==> src/evr_pkg.sv <==
// Shared constants and carrier types for the event routing configuration block
package evr_pkg;

  // Sizes
  localparam int NUM_CH = 8;
  localparam int NUM_GEN = 59;
  localparam int NUM_USER = 14;
  localparam int GEN_IDX_W = 6;
  localparam int CH_IDX_W = 3;
  localparam int USER_IDX_W = 4;
  localparam int ADR_W = 4;

  // Register byte addresses
  localparam logic [ADR_W-1:0] ADR_CHANNEL = 4'h4;
  localparam logic [ADR_W-1:0] ADR_USER = 4'h8;

  // Channel configuration register fields
  localparam int CH_SEL_LSB = 0;
  localparam int SOFTWARE_EVENT_INJECT_BIT = 8;
  localparam int GEN_LSB = 16;
  localparam int PATH_LSB = 24;
  localparam int EDGE_LSB = 26;

  // User multiplexer register fields
  localparam int USER_SEL_LSB = 0;
  localparam int USER_CH_LSB = 8;

  // Byte lanes
  localparam int LANE_0 = 0;
  localparam int LANE_1 = 1;
  localparam int LANE_2 = 2;
  localparam int LANE_3 = 3;

  // Code ranges
  localparam logic [7:0] GEN_NONE = 8'h00;
  localparam logic [7:0] GEN_LAST = 8'h3B;
  localparam logic [7:0] GEN_BASE = 8'h01;
  localparam logic [7:0] CH_LAST = 8'h07;
  localparam logic [7:0] USER_CH_NONE = 8'h00;
  localparam logic [7:0] USER_CH_LAST = 8'h08;
  localparam logic [7:0] USER_CH_BASE = 8'h01;
  localparam logic [7:0] USER_LAST = 8'h0D;

  // Reset values
  localparam logic [7:0] SEL_RESET = 8'h00;
  localparam logic [31:0] RDAT_RESET = 32'h0000_0000;

  typedef enum logic [1:0] {
    PATH_SYNC = 2'h0,
    PATH_RESYNC = 2'h1,
    PATH_ASYNC = 2'h2,
    PATH_RSVD = 2'h3
  } evr_path_t;

  typedef enum logic [1:0] {
    EDGE_NONE = 2'h0,
    EDGE_RISE = 2'h1,
    EDGE_FALL = 2'h2,
    EDGE_BOTH = 2'h3
  } evr_edge_t;

  typedef struct packed {
    evr_edge_t edge_detect_select;
    evr_path_t path;
    logic [7:0] generator_select;
  } evr_chcfg_t;

  typedef struct packed {
    logic cyc;
    logic stb;
    logic we;
    logic [ADR_W-1:0] adr;
    logic [3:0] sel;
    logic [31:0] dat;
  } evr_wb_req_t;

  typedef struct packed {
    logic ack;
    logic [31:0] dat;
  } evr_wb_rsp_t;

endpackage

==> src/evr_user_mem.sv <==
// Per-user channel map storage with a registered read port and a parallel view
`timescale 1ns/1ps
module evr_user_mem (
  // Clock and reset
  input wire logic clk_i,
  input wire logic rst_i,
  // Write port
  input wire logic wr_en_i,
  input wire logic [evr_pkg::USER_IDX_W-1:0] wr_addr_i,
  input wire logic [7:0] wr_data_i,
  // Read port
  input wire logic [evr_pkg::USER_IDX_W-1:0] rd_addr_i,
  output logic [7:0] rd_data_o,
  // All entries, for routing
  output logic [evr_pkg::NUM_USER-1:0][7:0] map_o
);

  typedef struct packed {
    logic [evr_pkg::NUM_USER-1:0][7:0] mem;
    logic [7:0] rd;
  } evr_mem_state_t;

  evr_mem_state_t s;
  evr_mem_state_t next_s;

  always_comb begin
    next_s = s;
    if (wr_en_i && (int'(wr_addr_i) < evr_pkg::NUM_USER)) begin
      next_s.mem[wr_addr_i] = wr_data_i;
    end
    // Out of range entries read as no channel
    if (int'(rd_addr_i) < evr_pkg::NUM_USER) begin
      next_s.rd = s.mem[rd_addr_i];
    end else begin
      next_s.rd = evr_pkg::USER_CH_NONE;
    end
  end

  always_ff @(posedge clk_i) begin
    if (rst_i) begin
      s <= '0;
    end else begin
      s <= next_s;
    end
  end

  assign rd_data_o = s.rd;
  assign map_o = s.mem;

endmodule

==> src/evr_route.sv <==
// Event routing unit configuration and channel/user event routing
`timescale 1ns/1ps
module evr_route (
  // Clock and reset
  input wire logic clk_i,
  input wire logic rst_i,
  // Wishbone slave
  input wire evr_pkg::evr_wb_req_t wb_req_i,
  output evr_pkg::evr_wb_rsp_t wb_rsp_o,
  // Generator events, bit k is generator code k plus one
  input wire logic [evr_pkg::NUM_GEN-1:0] gen_evt_i,
  // Channel and user events
  output logic [evr_pkg::NUM_CH-1:0] ch_evt_o,
  output logic [evr_pkg::NUM_USER-1:0] user_evt_o
);

  typedef struct packed {
    evr_pkg::evr_chcfg_t [evr_pkg::NUM_CH-1:0] cfg;
    logic [7:0] ch_sel;
    logic [7:0] user_sel;
    logic [evr_pkg::NUM_GEN-1:0] sync1;
    logic [evr_pkg::NUM_GEN-1:0] sync2;
    logic [evr_pkg::NUM_GEN-1:0] sync3;
    logic [evr_pkg::NUM_GEN-1:0] stable;
    logic [evr_pkg::NUM_CH-1:0] prev;
    logic [evr_pkg::NUM_CH-1:0] ch_evt;
    logic [evr_pkg::NUM_USER-1:0] user_evt;
    logic ack;
    logic [31:0] rdat;
  } evr_state_t;

  evr_state_t s;
  evr_state_t next_s;

  logic [evr_pkg::NUM_CH-1:0] src_lvl;
  logic [evr_pkg::NUM_CH-1:0] hw_evt;
  logic [7:0] mem_rd;
  logic [evr_pkg::NUM_USER-1:0][7:0] user_map;
  logic mem_wr;
  logic [7:0] mem_wdata;
  logic [evr_pkg::USER_IDX_W-1:0] mem_waddr;

  function automatic logic evr_gen_ok(input logic [7:0] code);
    evr_gen_ok = (code != evr_pkg::GEN_NONE) && (code <= evr_pkg::GEN_LAST);
  endfunction

  function automatic logic [evr_pkg::GEN_IDX_W-1:0] evr_gen_idx(input logic [7:0] code);
    logic [7:0] t;
    t = code - evr_pkg::GEN_BASE;
    evr_gen_idx = t[evr_pkg::GEN_IDX_W-1:0];
  endfunction

  function automatic logic evr_ch_ok(input logic [7:0] sel);
    evr_ch_ok = (sel <= evr_pkg::CH_LAST);
  endfunction

  function automatic logic evr_user_ok(input logic [7:0] sel);
    evr_user_ok = (sel <= evr_pkg::USER_LAST);
  endfunction

  function automatic logic evr_event(input evr_pkg::evr_chcfg_t c, input logic lvl,
                                     input logic prv);
    evr_event = 1'b0;
    case (c.path)
      evr_pkg::PATH_SYNC, evr_pkg::PATH_RESYNC: begin
        case (c.edge_detect_select)
          evr_pkg::EDGE_RISE: evr_event = lvl & ~prv;
          evr_pkg::EDGE_FALL: evr_event = ~lvl & prv;
          evr_pkg::EDGE_BOTH: evr_event = lvl ^ prv;
          default: evr_event = 1'b0;
        endcase
      end
      // Edge field is ignored here; the level goes straight through
      evr_pkg::PATH_ASYNC: evr_event = lvl;
      default: evr_event = 1'b0;
    endcase
  endfunction

  function automatic logic evr_user_route(input logic [7:0] field,
                                          input logic [evr_pkg::NUM_CH-1:0] ev);
    logic [7:0] t;
    t = field - evr_pkg::USER_CH_BASE;
    evr_user_route = 1'b0;
    // Zero and reserved values disconnect the user
    if ((field != evr_pkg::USER_CH_NONE) && (field <= evr_pkg::USER_CH_LAST)) begin
      evr_user_route = ev[t[evr_pkg::CH_IDX_W-1:0]];
    end
  endfunction

  // Per-channel source selection and edge detection
  genvar ch;
  generate
    for (ch = 0; ch < evr_pkg::NUM_CH; ch++) begin : g_ch
      logic [evr_pkg::GEN_IDX_W-1:0] idx;
      assign idx = evr_gen_idx(s.cfg[ch].generator_select);
      // Resynchronized path reads the filtered copy, the others the raw input
      assign src_lvl[ch] = !evr_gen_ok(s.cfg[ch].generator_select) ? 1'b0 :
                           (s.cfg[ch].path == evr_pkg::PATH_RESYNC) ? s.stable[idx] :
                           gen_evt_i[idx];
      assign hw_evt[ch] = evr_gen_ok(s.cfg[ch].generator_select) &&
                          evr_event(s.cfg[ch], src_lvl[ch], s.prev[ch]);
    end
  endgenerate

  evr_user_mem u_mem (
    .clk_i(clk_i),
    .rst_i(rst_i),
    .wr_en_i(mem_wr),
    .wr_addr_i(mem_waddr),
    .wr_data_i(mem_wdata),
    .rd_addr_i(s.user_sel[evr_pkg::USER_IDX_W-1:0]),
    .rd_data_o(mem_rd),
    .map_o(user_map)
  );

  always_comb begin
    logic req;
    logic commit;
    logic [evr_pkg::ADR_W-1:0] word_adr;
    logic hit_ch;
    logic hit_user;
    logic [7:0] new_ch;
    logic [7:0] new_user;
    logic [evr_pkg::NUM_CH-1:0] sw_hit;
    logic [31:0] rword;
    logic [evr_pkg::CH_IDX_W-1:0] ci;
    req = wb_req_i.cyc & wb_req_i.stb;
    commit = req & s.ack & wb_req_i.we;
    word_adr = {wb_req_i.adr[evr_pkg::ADR_W-1:2], 2'b00};
    hit_ch = (word_adr == evr_pkg::ADR_CHANNEL);
    hit_user = (word_adr == evr_pkg::ADR_USER);
    new_ch = wb_req_i.sel[evr_pkg::LANE_0] ?
             wb_req_i.dat[evr_pkg::CH_SEL_LSB +: 8] : s.ch_sel;
    new_user = wb_req_i.sel[evr_pkg::LANE_0] ?
               wb_req_i.dat[evr_pkg::USER_SEL_LSB +: 8] : s.user_sel;
    ci = new_ch[evr_pkg::CH_IDX_W-1:0];
    sw_hit = '0;
    rword = '0;
    mem_wr = 1'b0;
    mem_waddr = new_user[evr_pkg::USER_IDX_W-1:0];
    mem_wdata = wb_req_i.dat[evr_pkg::USER_CH_LSB +: 8];
    next_s = s;

    // Three-stage filter; only stages two and three are compared
    next_s.sync1 = gen_evt_i;
    next_s.sync2 = s.sync1;
    next_s.sync3 = s.sync2;
    next_s.stable = (s.stable & (s.sync2 ^ s.sync3)) | (s.sync3 & ~(s.sync2 ^ s.sync3));
    next_s.prev = src_lvl;

    // Ack one cycle after the request, dropped the cycle after
    next_s.ack = req & ~s.ack;

    // Writes take effect on the edge that sees ack high
    if (commit && hit_ch) begin
      next_s.ch_sel = new_ch;
      if (evr_ch_ok(new_ch)) begin
        // Inject uses the selector written in the same access
        if (wb_req_i.sel[evr_pkg::LANE_1] && wb_req_i.dat[evr_pkg::SOFTWARE_EVENT_INJECT_BIT]) begin
          sw_hit[ci] = 1'b1;
        end
        if (wb_req_i.sel[evr_pkg::LANE_2]) begin
          next_s.cfg[ci].generator_select = wb_req_i.dat[evr_pkg::GEN_LSB +: 8];
        end
        if (wb_req_i.sel[evr_pkg::LANE_3]) begin
          next_s.cfg[ci].path = evr_pkg::evr_path_t'(wb_req_i.dat[evr_pkg::PATH_LSB +: 2]);
          next_s.cfg[ci].edge_detect_select =
            evr_pkg::evr_edge_t'(wb_req_i.dat[evr_pkg::EDGE_LSB +: 2]);
        end
      end
    end
    if (commit && hit_user) begin
      next_s.user_sel = new_user;
      mem_wr = wb_req_i.sel[evr_pkg::LANE_1] && evr_user_ok(new_user);
    end

    // Read word is captured on the request edge
    if (hit_ch) begin
      rword[evr_pkg::CH_SEL_LSB +: 8] = s.ch_sel;
      if (evr_ch_ok(s.ch_sel)) begin
        rword[evr_pkg::GEN_LSB +: 8] = s.cfg[s.ch_sel[evr_pkg::CH_IDX_W-1:0]].generator_select;
        rword[evr_pkg::PATH_LSB +: 2] = s.cfg[s.ch_sel[evr_pkg::CH_IDX_W-1:0]].path;
        rword[evr_pkg::EDGE_LSB +: 2] =
          s.cfg[s.ch_sel[evr_pkg::CH_IDX_W-1:0]].edge_detect_select;
      end
      rword[evr_pkg::SOFTWARE_EVENT_INJECT_BIT] = 1'b0;
    end else if (hit_user) begin
      rword[evr_pkg::USER_SEL_LSB +: 8] = s.user_sel;
      rword[evr_pkg::USER_CH_LSB +: 8] = evr_user_ok(s.user_sel) ? mem_rd :
                                         evr_pkg::USER_CH_NONE;
    end
    if (req && !s.ack) begin
      next_s.rdat = rword;
    end

    // Software events join the hardware ones on the same channel output
    next_s.ch_evt = hw_evt | sw_hit;
    for (int u = 0; u < evr_pkg::NUM_USER; u++) begin
      next_s.user_evt[u] = evr_user_route(user_map[u], s.ch_evt);
    end
  end

  always_ff @(posedge clk_i) begin
    if (rst_i) begin
      s <= '0;
    end else begin
      s <= next_s;
    end
  end

  assign wb_rsp_o.ack = s.ack;
  assign wb_rsp_o.dat = s.rdat;
  assign ch_evt_o = s.ch_evt;
  assign user_evt_o = s.user_evt;

endmodule

==> config.mk <==
export PLATFORM = sky130hd
export DESIGN_NAME = evr_route
export DESIGN_NICKNAME = d
export VERILOG_FILES = /design/src/evr_pkg.sv /design/src/evr_user_mem.sv /design/src/evr_route.sv
export SDC_FILE = /design/constraint.sdc
export NUM_CORES = 1
export LEC_CHECK = 0
export BUFFER_PORTS_ARGS = -buffer_cell sky130_fd_sc_hd__buf_4
export CAP_MARGIN = 20
export CORE_MARGIN = 2
export CORE_UTILIZATION = 55
export CTS_CLUSTER_DIAMETER = 40
export DETAILED_ROUTE_END_ITERATION = 16
export GPL_TIMING_DRIVEN = 0
export PLACE_DENSITY = 0.73
export RECOVER_POWER = 25
export SYNTH_ARGS = -nofsm -noshare
export SYNTH_HDL_FRONTEND = slang
export SYNTH_SLANG_ARGS = --single-unit
==> constraint.sdc <==
create_clock -name clk_i -period 8.6 [get_ports clk_i]
set_input_delay 0.43 -clock clk_i [delete_from_list [all_inputs] [get_ports clk_i]]
set_output_delay 0.43 -clock clk_i [all_outputs]
set_load 0.1 [all_outputs]
# Yosys cells after proc, flatten, opt, wreduce, memory -nomap -nowiden
# Index checks and enable logic that the tools add are counted.
# W data, S select, Z words.
[word_totals]
wordCells = 468
register_bits = 527
[classes]
n_lt_le_gt_ge = 56
n_eq_ne = 42
n_reduce_logical = 93
n_bitwise = 66
mux = 126
addsub = 22
[ops]
columns = ["op", "n"]
rows = [
  ["$mux W96", 4],
  ["$bwmux W96", 3],
  ["$reduce_bool A8 Y1", 22],
  ["$le A8 B4 Y1 const B", 16],
  ["$and A59 B59 Y59", 2],
  ["$bwmux W112", 1],
  ["$demux W12 S3", 3],
  ["$bmux W1 S6", 16],
  ["$mux W8", 9],
  ["$le A8 B6 Y1 const B", 8],
  ["$lt A3 B4 Y1 const B", 16],
  ["$not A59 Y59", 1],
  ["$or A59 B59 Y59", 1],
  ["$xor A59 B59 Y59", 1],
  ["$lt A6 B7 Y1 const B", 8],
  ["$eq A2 B2 Y1 const B", 25],
  ["$mux W1", 48],
  ["$mux W12", 4],
  ["$sub A6 B1 Y6 const B", 8],
  ["$reduce_or A2 Y1", 23],
  ["$bmux W1 S3", 14],
  ["$sub A3 B1 Y3 const B", 14],
  ["$logic_and A1 B1 Y1", 38],
  ["$bmux W12 S3", 1],
  ["other kinds (22)", 119],
]

# Longest topological paths before layout
# Gate-level depths: netlist of run 1.
[logic_depth]
word_depth = 12
depth_mapped = 20

# Modules after synthesis
# From an unflattened synthesis of run 1, not the netlist that was laid out.
[unflattened]
hier_cells = 3086
hier_area_um2 = 31087.3
[by_module_without_submodules]
columns = ["mod", "cells_each", "instances", "area_per_inst_um2", "seq_area_each_um2"]
rows = [
  ["evr_route", 2511, 1, 25841.0, 8147.8],
  ["evr_user_mem", 575, 1, 5246.3, 2402.3],
]

# Least setup slack after synthesis of run 1
# Ideal clock, no wire load.
[synth_timing]
path_kind = "reg2reg"
startpoint = "register s[375] (netlist name)"
endpoint = "register s (netlist bit ch_evt_o[5])"
synth_period_minus_slack_ns = 3.847
path_stages_with_launch = 18
path_slack_ns = 4.753
required_time_ns = 8.543
t_arrival_ns = 3.789
path_cell_list = "dfxtp_1 buf_6 buf_4 buf_4 inv_1 ha_1 buf_2 clkbuf_1 mux4_2 mux4_2 mux2i_1 a211o_1 nand2_1 ha_1 mux2i_1 a21oi_1 o31ai_1 o21ba_2"
[synth_rtl]
columns = ["item", "line", "text"]
rows = [
  ["start, declared", "evr_route.sv:32", "evr_state_t s;"],
  ["start signal, assigned", "evr_route.sv:207", "s <= next_s;"],
]

==> out/qor.yml, run 1 <==
status: "finished, final reports clean"
slowest_stage: "mux2i_1"
synthCells: 2829
first_global_vias: 25000
worst_pin_slew_ps: 1240
setup_viol: 0
htreeDepth: 3
syn2layout_area_growth_pct: 15.2
ys_seq_area_share_pct: 34.6
holdPathStages: 3
ant_nets: 0
cts_buffers: 75
crit_fanout: 10
rsz0062_at_grt: "false"
async_flop_share_pct: 0
max_stage_delay_ps: 530
cts_root_buf: "clkbuf_16"
fmax_ghz: 0.177
io_buffers: 131
slew_violations: 0
fin_setup_tns_ps: 0
vdd_ir_drop_max_v: 0.000165
final_cell_mix: "dfxtp_1 (527), mux4_2 (314), mux2i_1 (301), nor2_1 (261), buf_4 (196)"
synth_seq_cells: 527
p_leak_uw: 0.0135
rows: 86
clockBufferDepth: 3
pwr-share-clk_pct: 53.2
power.internal_uw: 4570
grt_max_degree: 15
clock-sinks: 527
antenna_found_initial: 4
power_frac_seq_pct: 41.4
viasPerCell: 6.54
cts_resized: 0
fin_util_pct: 63.9
drc: 0
critPathKind: "reg -> reg"
core-area_um2: 55000
slew_headroom_pct: 17.4
power_density_nw_per_um2: 172
start_util_pct: 55.4
fp.dieW_um: 239
stdcell_area_um2: 35100
layout-drive-gt1-share_pct: 24.0
num_vias: 25200
clock_skew_ps: 34.4
holdBufCountCts: 0
cts_tree: "built"
ys_warn_count: 0
syn-cell-area_um2: 30500
reg2regPathDepth: 17
wl_per_cell_um: 25.9
die_h_um: 239
wirelength_um: 99700
endpoint_kind: "register"
cp.arrival_ps: 6170
place.gp.congestion: 1.04
post_synth_num_cell_types: 67
final_common_cell: "dfxtp_1"
p_comb_share_pct: 5.5
hpwl_um: 75300
dpl_cell_area_um2: 32400
post_cts_buffers: 0
power.net_switching_uw: 1470
cp.depth: 17
grt_pass1_wl_um: 149000
syn_area_per_cell_um2: 10.8
dieArea_um2: 57300
hold_viol: 0
clk_pin_slew_worst_paths_ps: 60
ys.flop_type: "dfxtp_1"
grt_overflow: 0
drt_pass1_iterations: 8
hp-class: "in -> reg"
period_needed_ps: 5650
drt_iter0_markers: 3283
critPathTopFamily: "multiplexers"
fin_nets: 3198
io_pins: 159
insertion_delay_ps: 640
num-fill-cells: 4292
power_uw: 6040
cp_num_buf_inv: 5
swShare_pct: 24.3
finalCritPeriodShare_pct: 65.6
critPathRequiredTime_ps: 9120
drv_cap: 0
crit_path_cell_trace: "buf_2 -> clkinv_1 -> ha_1 -> buf_2 -> buf_2 -> mux4_2 -> mux4_2 -> mux2i_1 -> a31oi_1 -> o211ai_1 -> inv_1 -> ha_1 -> mux2i_1 -> a21oi_1 -> nor3_1 -> a21oi_1 -> a21oi_1"
grt.total_usage_pct: 34.8
synth_edf_count: 0
startpoint_type: "register"
layout make-up:
type	instances	area (um^2)	area share, %
multi-input cells	1973	18400	52.3
flip-flops and latches	527	10600	30.0
well taps	748	936	2.66
inverters	76	285	0.812
plain buffers	256	1290	3.69
repair buffers	133	1010	2.86
clock inverters	46	618	1.76
diodes	3	7.51	0.0214
clock buffers	91	2070	5.89
layer usage:
| metal | vias to the layer above | share of wire (%) | global-route usage, % |
|---|---|---|---|
| met5 | - | 0.0090 | 0.173 |
| met2 | 1761 | 48 | 57.6 |
| li1 | 10800 | - | - |
| met3 | 436 | 11 | 8.70 |
| met1 | 12200 | 35 | 40.4 |
| met4 | 2 | 7.2 | 22.4 |
synthesized netlist by cell type (all sizes together) (5+ instances only):
cell type  instances  share of area [%]
dfxtp            527                 35
mux4             323                 24
mux2i            301                9.9
nor2             261                3.2
nand2            185                2.3
nor2b            185                3.8
buf              136                2.8
a21oi            130                2.1
clkbuf           120                1.5
o21ai             78                1.3
inv               72               0.89
nand3             69                1.1
ha                52                2.1
xnor2             50                1.5
nor3              40               0.80
mux2              26               0.96
xor2              26               0.99
nand3b            23               0.57
nand2b            19               0.39
a22oi             15               0.37
nor4              15               0.31
or4               15               0.37
a31oi             14               0.29
nand4             13               0.27
a221oi            11               0.32
a211oi            10               0.25
and2              10               0.21
nor3b             10               0.31
o211ai             9               0.22
a22o               8               0.23
a311oi             7               0.20
or2                6               0.12
nand4b             5               0.14
metrics by stage:
stage               hold WS [ps]  instances  setup WS, ps
floorplan                    414       2832          4750
global placement             415       3711          3410
detailed placement           422       3713          3310
CTS                         55.2       3850          3280
global route                73.2       3851          2860
finish                      81.0       3853          2950
tightest hold or removal path: stages:
cell     delay, ps
buf_4          100
mux2i_1         60
nor2_1          70
power groups by stage:
stage / clock network (uW) / registers (uW) / logic (uW)
6_report: 3210 / 2500 / 330
5_1_grt: 3360 / 2500 / 341
4_1_cts: 3240 / 2500 / 319
3_5_place_dp: 0 / 2550 / 317
3_3_place_gp: 0 / 2550 / 308
2_1_floorplan: 0 / 2540 / 175
final timing paths:
| path | startpoint | to | slack [ps] |
|---|---|---|---|
| hold reg to reg | next_s[238] | next_s[179] | 430 |
| setup reg to reg | s[387] | ch_evt_o[6] | 2950 |
| hold / removal | wb_req_i[5] | s[304] | 80 |
| setup / recovery | s[387] | ch_evt_o[6] | 2950 |
cells by family after synthesis:
group                    share of synthesized area, %
AO/OA/AOI/OAI                                    6.61
XOR/XNOR                                         2.48
adder cells (fa/ha/maj)                          2.13
buffers and inverters                            5.19
flip-flops                                       34.6
multiplexers                                     34.8
other                                          0.0123
AND/OR/NAND/NOR                                  14.1
Note: power is estimated with default switching activity, not from simulation.
==> run 2: changes to the inputs <==
Clock period 8.6 ns to 5.6 ns, I/O delays scaled along.
==> out/qor.yml, run 2 (synthesis gave the netlist of run 1 again) <==
drt_pass1_iterations: 7  # -1
grt_max_degree: 15  # unchanged
hpwl_um: 75300  # unchanged
clockBufferDepth: 3  # unchanged
final_cell_mix: "dfxtp_1 (527), mux4_2 (314), mux2i_1 (300), nor2_1 (261), buf_4 (196)"
power_density_nw_per_um2: 261  # +52%
slew_headroom_pct: 18.9  # +1.5 points
critPathRequiredTime_ps: 6110  # -3010 ps
register_area_um2: 10600  # unchanged
num_vias: 25600  # +1.5%
startpoint_type: "register"
first_global_vias: 25600  # +2.3%
fin_hold_ws_ps: 37.4  # -43.7 ps
layout-drive-gt1-share_pct: 23.5  # -0.47 points
post_cts_buffers: 0  # unchanged
reg2reg_setup_slack_ps: 140  # -2810 ps
drc: 0  # unchanged
endpoint_kind: "register"
dieArea_um2: 57300  # unchanged
cp.arrival_ps: 5970  # -200 ps
ant_nets: 0  # unchanged
start_util_pct: 55.4  # unchanged
p_leak_uw: 0.0138  # +2.0%
wl_per_cell_um: 25.8  # -0.17%
grt.total_usage_pct: 35.3  # +0.49 points
slowest_stage: "clkbuf_1"
io_pins: 159  # unchanged
fmax_ghz: 0.183  # +3.4%
clock-sinks: 527  # unchanged
worst_pin_slew_ps: 1220  # -22.6 ps
insertion_delay_ps: 640  # about the same
rows: 86  # unchanged
drt_iter0_markers: 3364  # +2.5%
holdPathStages: 2  # -1
num-fill-cells: 4168  # -2.9%
place.gp.congestion: 1.04  # unchanged
crit_path_cell_trace: "buf_2 -> clkinvlp_4 -> ha_1 -> clkbuf_1 -> mux4_2 -> mux4_2 -> mux2i_1 -> o221ai_1 -> o211ai_1 -> inv_1 -> ha_1 -> mux2i_1 -> a21oi_1 -> nor3_1 -> a21oi_1 -> a21oi_1"
fin_nets: 3265  # +2.1%
fp.dieW_um: 239  # unchanged
cts_buffers: 75  # unchanged
antenna_found_initial: 5  # +1
syn2layout_area_growth_pct: 17.4
setup_viol: 0  # unchanged
crit_fanout: 10  # unchanged
rsz0062_at_grt: "false"
period_needed_ps: 5460  # -186 ps
die_h_um: 239  # unchanged
critPathKind: "reg -> reg"
reg2regPathDepth: 16  # -1
hold_viol: 0  # unchanged
final_common_cell: "dfxtp_1"
wirelength_um: 101000  # +1.6%
vdd_ir_drop_max_v: 0.000254  # +54%
grt_pass1_wl_um: 152000  # +1.5%
io_buffers: 131  # unchanged
max_stage_delay_ps: 640  # +110 ps
status: "finished, final reports clean"
critPathMostFrequentCell: "a21oi_1"
finalCritPeriodShare_pct: 97.5  # +32 points
core-area_um2: 55000  # unchanged
clk_pin_slew_worst_paths_ps: 60  # about the same
clock_skew_ps: 35.6  # +1.14 ps
hp-class: "in -> reg"
slew_violations: 0  # unchanged
multi_input_area_um2: 18400  # about the same
cts_root_buf: "clkbuf_16"
htreeDepth: 3  # unchanged
fin_setup_tns_ps: 0  # unchanged
grt_overflow: 0  # unchanged
cts_tree: "built"
drv_cap: 0  # unchanged
viasPerCell: 6.52  # -0.21%
[run 2: cell types whose count changed in the layout (fill, tap and decap cells not counted)]
| cell | previous run | this run |
|---|---|---|
| mux2i_2 | 0 | 1 |
| clkbuf_1 | 127 | 128 |
| clkinv_1 | 4 | 3 |
| dlygate4sd3_1 | 0 | 67 |
| clkinvlp_4 | 6 | 7 |
| buf_8 | 1 | 0 |
| mux2i_1 | 301 | 300 |
[run 2: cell type report]
type | count | share of cell area, %
Antenna cell | 3 | 0.0210
Buffer | 256 | 3.62
Clock buffer | 91 | 5.78
Clock inverter | 46 | 1.73
Inverter | 76 | 0.807
Multi-Input combinational cell | 1973 | 51.3
Sequential cell | 527 | 29.5
Tap cell | 748 | 2.61
Timing Repair Buffer | 200 | 4.65
[run 2: what timing repair did]
action | in CTS | in global routing
hold buffers | 66 | 1
setup endpoints to repair | 0 | 2
resized for setup | 0 | 2
hold endpoints to repair | 93 | 1
[run 2: worst paths after layout]
check	startpoint	end
worst min-delay path	gen_evt_i[24]	next_s[205]
worst max-delay path	s[399]	ch_evt_o[7]
worst min register to register	next_s[238]	next_s[179]
worst max register to register	s[399]	ch_evt_o[7]
[run 2: power by group]
group          internal (uW)  total [uW]  switching [uW]
registers               3810        3840            28.6
clock network           3040        4940            1910
logic                    208         549             340
[run 2: worst max-delay path, delay by kind of cell (launching register included)]
kind                       cells  cell delay [ps]
buffers and inverters          4             1480
muxes                          4             1610
adders and majority gates      2              700
AOI/OAI and AO/OA              5              950
DFF                            1              440
and+or+nand+nor                1              130
[run 2: per-layer routing]
layer	up-vias	GRT usage (%)	part of all wire (%)	wire length, um
met5	-	0.346	0.0089	9
met4	2	23.9	7.8	7930
met3	476	8.66	10	10300
met2	1776	58.3	47	47900
met1	12400	40.7	35	35100
li1	10900	-	-	-
[run 2: metrics by stage]
stage | cell area (um^2) | std cells | utilization, % | setup WS (ps) | power [uW]
2_1_floorplan | 30500 | 2832 | - | 1750 | 4170
3_3_place_gp | 32400 | 3711 | 59.0 | 413 | 4390
3_5_place_dp | 32400 | 3713 | 59.0 | 313 | 4400
4_1_cts | 35800 | 3916 | 65.1 | 284 | 9340
5_1_grt | 35800 | 3920 | 65.1 | 96.1 | 9570
6_report | 35800 | 3920 | 65.1 | 141 | 9330
